`config.mk`:
```
export PLATFORM = sky130hd
export DESIGN_NAME = pwm_unit
export DESIGN_NICKNAME = d
export VERILOG_FILES = /design/src/pwm_unit_pkg.sv /design/src/step_timer.sv /design/src/narrow_pwm_channel.sv /design/src/pwm_unit.sv
export SDC_FILE = /design/constraint.sdc
export NUM_CORES = 1
export LEC_CHECK = 0
export BUFFER_PORTS_ARGS = -buffer_cell sky130_fd_sc_hd__buf_2
export CAP_MARGIN = 5
export CORE_AREA = 2 2 141 171
export CTS_CLUSTER_DIAMETER = 80
export DETAILED_ROUTE_END_ITERATION = 8
export DIE_AREA = 0 0 143 173
export PLACE_DENSITY_LB_ADDON = 0.12
export SLEW_MARGIN = 20
export SYNTH_ARGS = -nofsm -noshare
export SYNTH_HDL_FRONTEND = slang
export SYNTH_SLANG_ARGS = --single-unit
```
`constraint.sdc`:
```
create_clock -name ref_clk -period 2.6 [get_ports ref_clk]
set_input_delay 0.52 -clock ref_clk [delete_from_list [all_inputs] [get_ports ref_clk]]
set_output_delay 0.52 -clock ref_clk [all_outputs]
set_load 0.01 [all_outputs]
```
`src/pwm_unit_pkg.sv`:
```
// Shared constants, types and helper functions of the fine and coarse PWM unit.
package pwm_unit_pkg;

   // Step time: one resolution step of the wide channel.
   localparam int CLK_PERIOD_NS      = 50;
   localparam int STEP_TIME_NS       = 500;
   localparam int STEP_CYCLES        = (STEP_TIME_NS + CLK_PERIOD_NS - 1) / CLK_PERIOD_NS;
   // Narrow channel segment time and its length in steps.
   localparam int NARROW_SEG_TIME_NS = 16000;
   localparam int NARROW_SEG_STEPS   = NARROW_SEG_TIME_NS / STEP_TIME_NS;

   localparam int NARROW_CHANNELS = 8;
   localparam int FINE_W          = 6;
   localparam int COARSE_W        = 8;
   localparam int WIDE_W          = COARSE_W + FINE_W;
   localparam int ADDR_W          = 8;
   localparam int PINS            = NARROW_CHANNELS + 1;

   // Register byte offsets on the bus.
   localparam logic [ADDR_W-1:0] OFS_WIDE_HIGH   = 8'h00;
   localparam logic [ADDR_W-1:0] OFS_WIDE_LOW    = 8'h04;
   localparam logic [ADDR_W-1:0] OFS_NARROW_BASE = 8'h08;
   localparam logic [ADDR_W-1:0] OFS_NARROW_LAST = 8'h24;
   localparam logic [ADDR_W-1:0] OFS_OUT_CTRL1   = 8'h28;
   localparam logic [ADDR_W-1:0] OFS_OUT_CTRL2   = 8'h2C;
   localparam logic [ADDR_W-1:0] OFS_STATUS      = 8'h30;

   // Output select field positions: control 1 bits 1..7, control 2 bits 0..1.
   localparam int CTRL1_SEL_LSB = 1;
   localparam int CTRL2_SEL_LSB = 0;
   localparam int STATUS_SEG_LSB = 8;

   localparam logic [7:0]       OUT_CTRL_RESET = 8'h00;
   localparam logic [FINE_W-1:0] DATA_RESET    = 6'h00;

   typedef struct packed {
      logic        step_en;
      logic [7:0]  fine;
      logic [5:0]  slot;
      logic [5:0]  seg;
      logic        narrow_start;
   } timebase_t;

   // Latch bit that owns a slot or segment: the lowest set bit at position p maps to
   // bit 5-p, so bit 5 owns 32 indices, bit 0 owns index 32, and index 0 has no owner.
   function automatic logic [2:0] weight_bit(input logic [5:0] idx);
      logic [2:0] r;
      r = 3'h0;
      for (int p = 5; p >= 0; p--) begin
         if (idx[p]) begin
            r = 3'(5 - p);
         end
      end
      return r;
   endfunction

   function automatic logic slot_enabled(input logic [5:0] idx, input logic [5:0] pattern);
      return (idx != 6'h00) && pattern[weight_bit(idx)];
   endfunction

endpackage

```
`src/step_timer.sv`:
```
// Step enable divider and the shared step position counter.
`timescale 1ns/1ps
module step_timer #(
   parameter int STEP_DIV = pwm_unit_pkg::STEP_CYCLES
) (
   input  wire logic                   ref_clk,
   input  wire logic                   rst,
   output      pwm_unit_pkg::timebase_t tb
);
   import pwm_unit_pkg::*;

   typedef struct packed {
      logic [7:0]        div;
      logic [WIDE_W-1:0] count;
      logic              step_en;
   } timer_state_t;

   timer_state_t s_reg;
   timer_state_t s_next;

   always_comb begin
      s_next = s_reg;
      s_next.step_en = (s_reg.div == 8'(STEP_DIV - 1));
      s_next.div = s_next.step_en ? 8'h00 : s_reg.div + 8'h01;
      if (s_reg.step_en) begin
         s_next.count = s_reg.count + 14'h0001;
      end
   end

   always_ff @(posedge ref_clk) begin
      if (rst) begin
         s_reg <= '0;
      end else begin
         s_reg <= s_next;
      end
   end

   // Segment is 32 steps, so the narrow period is the low 11 bits of the count.
   assign tb.step_en      = s_reg.step_en;
   assign tb.fine         = s_reg.count[7:0];
   assign tb.slot         = s_reg.count[13:8];
   assign tb.seg          = s_reg.count[10:5];
   assign tb.narrow_start = s_reg.step_en && (s_reg.count[10:0] == 11'h7FF);
endmodule

```
`src/narrow_pwm_channel.sv`:
```
// One 6-bit channel: 64 segments, latch bits select binary-weighted pulse trains.
`timescale 1ns/1ps
module narrow_pwm_channel (
   input  wire logic                           ref_clk,
   input  wire logic                           rst,
   input  wire logic [5:0]                     seg,
   input  wire logic [pwm_unit_pkg::FINE_W-1:0] latch,
   output      logic                           level
);
   import pwm_unit_pkg::*;

   typedef struct packed {
      logic level;
   } narrow_state_t;

   narrow_state_t s_reg;
   narrow_state_t s_next;

   // Segment 0 has no owning bit, so 63/64 is the longest high time.
   always_comb begin
      s_next = s_reg;
      s_next.level = slot_enabled(seg, latch);
   end

   always_ff @(posedge ref_clk) begin
      if (rst) begin
         s_reg <= '0;
      end else begin
         s_reg <= s_next;
      end
   end

   assign level = s_reg.level;
endmodule

```
`src/pwm_unit.sv`:
```
// Top of the PWM unit: bus slave, data registers, latches, wide modulator and pins.
`timescale 1ns/1ps
module pwm_unit (
   input  wire logic                         ref_clk,
   input  wire logic                         rst,
   input  wire logic                         wb_cyc_i,
   input  wire logic                         wb_stb_i,
   input  wire logic                         wb_we_i,
   input  wire logic [pwm_unit_pkg::ADDR_W-1:0] wb_adr_i,
   input  wire logic [3:0]                   wb_sel_i,
   input  wire logic [31:0]                  wb_dat_i,
   output      logic [31:0]                  wb_dat_o,
   output      logic                         wb_ack_o,
   output      logic [pwm_unit_pkg::PINS-1:0] pwm_out,
   output      logic [pwm_unit_pkg::PINS-1:0] pwm_oe_n
);
   import pwm_unit_pkg::*;

   typedef struct packed {
      logic                                    ack;
      logic [31:0]                             dat;
      logic [COARSE_W-1:0]                     wide_pwm_high_byte;
      logic [FINE_W-1:0]                       wide_pwm_low_bits;
      logic [WIDE_W-1:0]                       wide_latch;
      logic [NARROW_CHANNELS-1:0][FINE_W-1:0]  narrow_data;
      logic [NARROW_CHANNELS-1:0][FINE_W-1:0]  narrow_latch;
      logic [NARROW_CHANNELS-1:0]              narrow_pend;
      logic [7:0]                              ctrl1;
      logic [7:0]                              ctrl2;
      logic                                    wide_level;
      logic [PINS-1:0]                         pins;
      logic [PINS-1:0]                         oe_n;
   } unit_state_t;

   unit_state_t               s_reg;
   unit_state_t               s_next;
   timebase_t                 tb;
   logic [NARROW_CHANNELS-1:0] narrow_level;
   logic                      bus_req;
   logic                      bus_write;
   logic [COARSE_W-1:0]       coarse_width_field;
   logic [FINE_W-1:0]         fine_field;
   logic [PINS-1:0]           out_select;

   step_timer u_timer (
      .ref_clk (ref_clk),
      .rst     (rst),
      .tb      (tb)
   );

   for (genvar i = 0; i < NARROW_CHANNELS; i++) begin : g_narrow
      narrow_pwm_channel u_chan (
         .ref_clk (ref_clk),
         .rst     (rst),
         .seg     (tb.seg),
         .latch   (s_reg.narrow_latch[i]),
         .level   (narrow_level[i])
      );
   end

   function automatic logic narrow_hit(input logic [ADDR_W-1:0] adr);
      return (adr >= OFS_NARROW_BASE) && (adr <= OFS_NARROW_LAST) && (adr[1:0] == 2'h0);
   endfunction

   function automatic logic [2:0] narrow_index(input logic [ADDR_W-1:0] adr);
      logic [ADDR_W-1:0] d;
      d = adr - OFS_NARROW_BASE;
      return d[4:2];
   endfunction

   assign bus_req   = wb_cyc_i && wb_stb_i;
   // Writes land at the edge where the master sees ack, while its request still stands.
   assign bus_write = bus_req && s_reg.ack && wb_we_i && wb_sel_i[0];
   assign coarse_width_field = s_reg.wide_latch[WIDE_W-1:FINE_W];
   assign fine_field         = s_reg.wide_latch[FINE_W-1:0];
   assign out_select = {s_reg.ctrl2[CTRL2_SEL_LSB+1:CTRL2_SEL_LSB],
                        s_reg.ctrl1[7:CTRL1_SEL_LSB]};

   always_comb begin
      logic [8:0] high_steps;
      logic       stretch;
      high_steps = 9'h000;
      stretch    = 1'b0;
      s_next = s_reg;

      // Ack rises one cycle after the request and drops the cycle after.
      s_next.ack = bus_req && !s_reg.ack;
      s_next.dat = 32'h0000_0000;
      if (bus_req && !s_reg.ack && !wb_we_i) begin
         if (wb_adr_i == OFS_WIDE_HIGH) begin
            s_next.dat[COARSE_W-1:0] = s_reg.wide_pwm_high_byte;
         end else if (wb_adr_i == OFS_WIDE_LOW) begin
            s_next.dat[FINE_W-1:0] = s_reg.wide_pwm_low_bits;
         end else if (narrow_hit(wb_adr_i)) begin
            s_next.dat[FINE_W-1:0] = s_reg.narrow_data[narrow_index(wb_adr_i)];
         end else if (wb_adr_i == OFS_OUT_CTRL1) begin
            s_next.dat[7:0] = s_reg.ctrl1;
         end else if (wb_adr_i == OFS_OUT_CTRL2) begin
            s_next.dat[7:0] = s_reg.ctrl2;
         end else if (wb_adr_i == OFS_STATUS) begin
            s_next.dat[5:0] = tb.slot;
            s_next.dat[STATUS_SEG_LSB+5:STATUS_SEG_LSB] = tb.seg;
         end
      end

      // Narrow latches change only at a period boundary so no period is torn.
      for (int i = 0; i < NARROW_CHANNELS; i++) begin
         if (tb.narrow_start && s_reg.narrow_pend[i]) begin
            s_next.narrow_latch[i] = s_reg.narrow_data[i];
            s_next.narrow_pend[i]  = 1'b0;
         end
      end

      if (bus_write) begin
         if (wb_adr_i == OFS_WIDE_HIGH) begin
            s_next.wide_pwm_high_byte = wb_dat_i[COARSE_W-1:0];
         end else if (wb_adr_i == OFS_WIDE_LOW) begin
            s_next.wide_pwm_low_bits = wb_dat_i[FINE_W-1:0];
            // The high byte is taken as held; software must have written it first.
            s_next.wide_latch = {s_reg.wide_pwm_high_byte, wb_dat_i[FINE_W-1:0]};
         end else if (narrow_hit(wb_adr_i)) begin
            // A pending set wins over a transfer in the same cycle.
            s_next.narrow_data[narrow_index(wb_adr_i)] = wb_dat_i[FINE_W-1:0];
            s_next.narrow_pend[narrow_index(wb_adr_i)] = 1'b1;
         end else if (wb_adr_i == OFS_OUT_CTRL1) begin
            s_next.ctrl1 = wb_dat_i[7:0];
         end else if (wb_adr_i == OFS_OUT_CTRL2) begin
            s_next.ctrl2 = wb_dat_i[7:0];
         end
      end

      // Wide channel: coarse width per 256-step slot, plus one step in owned slots.
      stretch    = slot_enabled(tb.slot, fine_field);
      high_steps = {1'b0, coarse_width_field} + {8'h00, stretch};
      s_next.wide_level = ({1'b0, tb.fine} < high_steps);

      s_next.pins = {narrow_level, s_reg.wide_level};
      s_next.oe_n = ~out_select;
   end

   always_ff @(posedge ref_clk) begin
      if (rst) begin
         s_reg <= '0;
         s_reg.ctrl1 <= OUT_CTRL_RESET;
         s_reg.ctrl2 <= OUT_CTRL_RESET;
         s_reg.wide_pwm_high_byte <= {2'b00, DATA_RESET};
         s_reg.oe_n <= '1;
      end else begin
         s_reg <= s_next;
      end
   end

   assign wb_ack_o = s_reg.ack;
   assign wb_dat_o = s_reg.dat;
   assign pwm_out  = s_reg.pins;
   assign pwm_oe_n = s_reg.oe_n;
endmodule

```
# == Word-level counts from Yosys, hierarchy flattened ==
# Index checks and enable logic that the tools add are counted.
# word_totals
regBits,231
latchBits,0
ram_bits,0
romBits,0
inputBits,49
output_inout_bits,51
word_cells,169
n_memories,0
# classes
add_sub_neg,4
multipliers,0
n_div,0
order_cmp,7
eq_ne,6
shift,0
n_mux,63
bitwise_logic,8
reduce_logical,41
# ops
operator,count
24-bit two-way mux,3
8-bit two-way mux,8
6-bit two-way mux,9
48-bit bitwise mux,1
1-bit binary-select mux with 3-bit select,9
1-bit logical AND,27
"8-bit by 6-bit == test with 1-bit output, second input constant",3
1-bit two-way mux,20
6-bit binary-select mux with 3-bit select,1
6-bit demux with 3-bit select,1
3-bit two-way mux,6
16-bit two-way mux,1
"14-bit by 1-bit adder with 14-bit output, second input constant",1
"3-bit by 4-bit less-than comparator with 1-bit output, second input constant",3
6-bit nonzero test,2
"11-bit == test, second input constant",1
8-bit by 1-bit adder with 9-bit output,1
8-bit by 9-bit less-than comparator with 1-bit output,1
9-bit inverter,1
"8-bit by 1-bit adder with 8-bit output, second input constant",1
"8-bit by 3-bit == test with 1-bit output, second input constant",1
"8-bit by 4-bit == test with 1-bit output, second input constant",1
"8-bit by 4-bit >= comparator with 1-bit output, second input constant",1
"8-bit by 6-bit less-or-equal comparator with 1-bit output, second input constant",1
16 further kinds,25

# == Logic depth before layout (Yosys ltp) ==
# depth
depth_word,10
depth_mapped,14
mapped_depth_nobuf,14

# == Modules after synthesis ==
# A second synthesis with hierarchy kept.
# hier_totals
cells_unflattened,1035
area_unflattened_um2,9541.7
# modules_own_cells
mod,instances,cells_each,area_each_um2,seq_area_each_um2
pwm_unit,1,815,7602.3,3523.4
step_timer,1,132,1168.6,460.4
narrow_pwm_channel,8,11,96.3,20.0

# == Least setup slack after synthesis ==
# Ideal clock, no wire load.
# synth_timing
path_kind,input port to flip-flop
start,input wb_adr_i[3] (netlist name)
end,register s_reg (netlist bit wb_dat_o[0])
setup_ps,126
t_arrival_ps,2403
required_time_ps,2474
slack_ps,71
cell_stages,10
path_buffers,3
cell_sequence,buf_4 buf_2 inv_1 ha_1 buf_2 mux4_2 nor2_1 nor2_1 o211ai_1 o21ai_0
# synth_between
elab_chain_cells,7
word_cells_on_any_way,18
classes_between,add/sub (1); order compare (2); eq/ne (4); mux (8); reduce/logical (3)
# synth_lines
item,line,rtl
"start, declared",pwm_unit.sv:9,"input wire logic [pwm_unit_pkg::ADDR_W-1:0] wb_adr_i,"
"parallel branches: the longest is 6 deep, another holds 5-bit by 4-bit subtractor with 5-bit output",-,
8-bit two-way mux *,pwm_unit.sv:90,if (wb_adr_i == OFS_WIDE_HIGH) begin
"end signal, assigned",pwm_unit.sv:149,s_reg <= s_next;
"end, declared",pwm_unit.sv:35,unit_state_t s_reg;
# Mark *: on every way between the ends. The select of a mux whose other input is x is not followed.
# A chain may end at the register's enable or synchronous reset.

# == Worst setup path in the final report ==
# layout_timing
start,register u_timer.s_reg (netlist bit u_timer.tb[11])
end,register s_reg (netlist bit s_next[9])
# layout_between
elab_chain_cells,10
word_cells_on_any_way,11
classes_between,add/sub (1); order compare (1); mux (7); reduce/logical (2)
# layout_lines
item,line,rtl
"start, declared",step_timer.sv:18,timer_state_t s_reg;
"start signal, assigned",step_timer.sv:34,s_reg <= s_next;
1-bit two-way mux,pwm_unit_pkg.sv:50,if (idx[p]) begin
3-bit two-way mux (4 in series),pwm_unit_pkg.sv:50,
1-bit binary-select mux with 3-bit select,pwm_unit_pkg.sv:58,return (idx != 6'h00) && pattern[weight_bit(idx)];
1-bit two-way mux (not written as such),pwm_unit_pkg.sv:58,
1-bit logical AND *,pwm_unit_pkg.sv:58,
8-bit by 1-bit adder with 9-bit output *,pwm_unit.sv:134,"high_steps = {1'b0, coarse_width_field} + {8'h00, stretch};"
8-bit by 9-bit less-than comparator with 1-bit output *,pwm_unit.sv:135,"s_next.wide_level = ({1'b0, tb.fine} < high_steps);"
# Every way passes the cells marked *; elsewhere a longest branch is shown, timed or not. The select of a mux whose other input is x is not followed.

==> out/metrics.yaml <==
antenna_found_initial: 0
dr.pass1.iters: 5
drive_above_1_share_pct: 18.6
timing.slew.headroom_pct: 48.8
dr_total_vias: 6699
cts_max_path_buffers: 3
cp_cell_sequence: "nand3b_1 > a21oi_2 > a21oi_1 > o21ai_1 > o221a_2 > ha_4 > ha_4 > nand3_2 > nor2_2 > xnor2_1 > ha_1 > a211oi_2 > o21ai_1 > a21oi_1"
htree_num_levels: 1
grt_max_degree: 83
cp_max_fo: 4
place.gp.congestion: 0.811
track_usage_pct: 18.7
clock_latency_ns: 0.51
fmax_mhz: 406
critical_path_arrival_ns: 2.90
grt_overflow: 0
rows: 61
min_from: "rst"
ys.flop_type: "dfxtp_1"
cts_tree: "built"
skew_ns: 0.0129
die_x_microns: 143
cts.root.buffer_cell: "clkbuf_16"
synthTopCellsByArea: "dfxtp_1, mux2i_1, buf_4, nor2_1, nand3b_1"
fin_util_pct: 45.4
drc: 0
tightest_slew_ns: 0.765
die_h_microns: 173
dpl_cell_area_sq_um: 9530
areaGrowthSynthToFinish_pct: 14.4
vias_per_cell: 5.09
start_util_pct: 39.7
antenna_left: 0
fin_crit_ns: 2.46
cp-end-kind: "flop"
setup_violations: 0
async_flop_share_pct: 0
finalNetCount: 1050
cts.sink_count: 207
mappedNetlistArea_sq_um: 9120
synth_edf_count: 0
wl_per_cell_microns: 17.6
hold_violations: 0
n_fill_cell: 2271
routed_wl_mm: 23.1
p_per_area_nw_per_um2: 671
ios: 100
slew_violations: 0
critPathLaunchType: "flop"
synth.top_cells.by_count: "dfxtp_1, nor2_1, mux2i_1, nand2_1, o21ai_0"
clkPwrFrac_pct: 51.2
power_frac_seq_pct: 45.4
holdWs_ns: 0.272
yosysWarningCount: 0
cpPeakStageDelay_ns: 0.33
diodes: 0
yosys.cell_types.count: 53
synth_seq_cells: 207
p_int_mw: 5.51
sw_frac_of_total_pct: 21.2
final_area_sq_um: 10400
clkTransAtPathRegs_ns: 0.06
grt_pass1_vias: 6417
hpwl_mm: 16.2
cpMaxStageDelayCell: "dfxtp_2"
ff_latch_area_sq_um: 4150
synth.most_common_cell: "dfxtp_1"
synth_cells: 953
hold_path_class: "input port to flop"
required_ns: 3.04
grt_pass1_wl_mm: 36.3
maxCapViolCount: 0
largest_reg_flops: 124
p_sw_mw: 1.49
synth_top_area_share_pct: 45.4
core-area_sq_um: 23000
yosysSeqAreaShare_pct: 45.4
r2r-start: "u_timer.tb[11]$_SDFFE_PP0P_"
drtIter0Drc: 317
period_share_pct: 94.8
crit_start: "u_timer.tb[11]$_SDFFE_PP0P_"
outcome: "completed"
synth.largest_area_cell: "dfxtp_1"
portBuffers: 54
p_comb_share_pct: 3.3
cts_buffers: 23
ir_worst_vdd_mv: 0.384
dieArea_sq_um: 24700
total_leakage_power_nw: 4.14
power_mw: 7.00
synth.avg_cell_area_sq_um: 9.57
multiInputGateArea_sq_um: 4430
path_class: "flop to flop"
per-layer routing:
metal	up-vias	global-route usage (%)	routed length, microns
met5	-	0	0
met4	0	5.20	556
met3	35	2.33	831
met2	117	32.8	11700
met1	3207	24.1	10000
li1	3340	-	-
stage by stage:
step	TNS [ns]	std cells	setup slack, ns
after floorplan	0	970	0.0710
after global placement	0	1274	0.0258
after detailed placement	-0.0147	1274	-0.0147
after CTS	0	1315	0.00451
after global routing	-0.0102	1316	-0.0102
final	0	1316	0.136
what timing repair did:
item | in CTS | in global routing
hold buffers | 0 | 0
gates cloned | 0 | 0
buffers inserted | 0 | 1
pin swaps | 1 | 11
endpoints found under the setup margin | 1 | 1
gates resized for setup | 2 | 12
path summary, 6_finish.rpt:
path	endpoint	slack, ns	cells after the start
min reg2reg	pwm_oe_n[6]$_SDFF_PP1_	0.42	1
max	s_next[9]$_SDFF_PP0_	0.14	14
min	out_select[8]$_SDFFE_PP0P_	0.27	2
max reg2reg	s_next[9]$_SDFF_PP0_	0.14	14
logic make-up after synthesis:
group	Yosys count	synth area share, %
and+or+nand+nor	340	19.9
DFF	207	45.4
AOI/OAI and AO/OA	149	9.27
buffers and inverters	109	7.22
muxes	106	13.5
xor gates and xnor gates	25	2.48
adders and majority gates	16	2.20
other	1	0.0411
worst max-delay path, delay by kind of cell, from the launching register on:
family	cells	cell delay (ns)
DFF	1	0.33
AOI/OAI and AO/OA	7	0.91
adders and majority gates	3	0.63
and+or+nand+nor	3	0.43
xor gates and xnor gates	1	0.09
cells in the final DEF, fill, tap and decap left out, types with 18 or more instances in the layout:
| cell | instances |
|---|---|
| o21ai_0 | 53 |
| buf_2 | 53 |
| nand3b_1 | 37 |
| a21oi_1 | 52 |
| nand2_1 | 66 |
| nand2b_1 | 29 |
| conb_1 | 18 |
| clkbuf_16 | 23 |
| nand3_1 | 49 |
| dfxtp_1 | 206 |
| mux2i_1 | 81 |
| buf_4 | 36 |
| nor2_1 | 94 |
cell type report:
| type | instances | area share [%] |
|---|---|---|
| repair buffers | 92 | 5.71 |
| multi-input cells | 654 | 42.5 |
| flip-flops and latches | 207 | 39.7 |
| inverters | 7 | 0.252 |
| clock buffers | 29 | 6.21 |
| clock inverters | 12 | 1.86 |
| well taps | 315 | 3.78 |
power by group through the flow:
stage               logic, mW  registers [mW]  clock network, mW
finish                  0.234            3.18               3.58
global route            0.257            3.18               3.82
CTS                     0.236            3.18               3.67
detailed placement      0.235            3.25                  0
global placement        0.236            3.25                  0
floorplan               0.171            3.25                  0
Power figures use the tool's default switching activity.
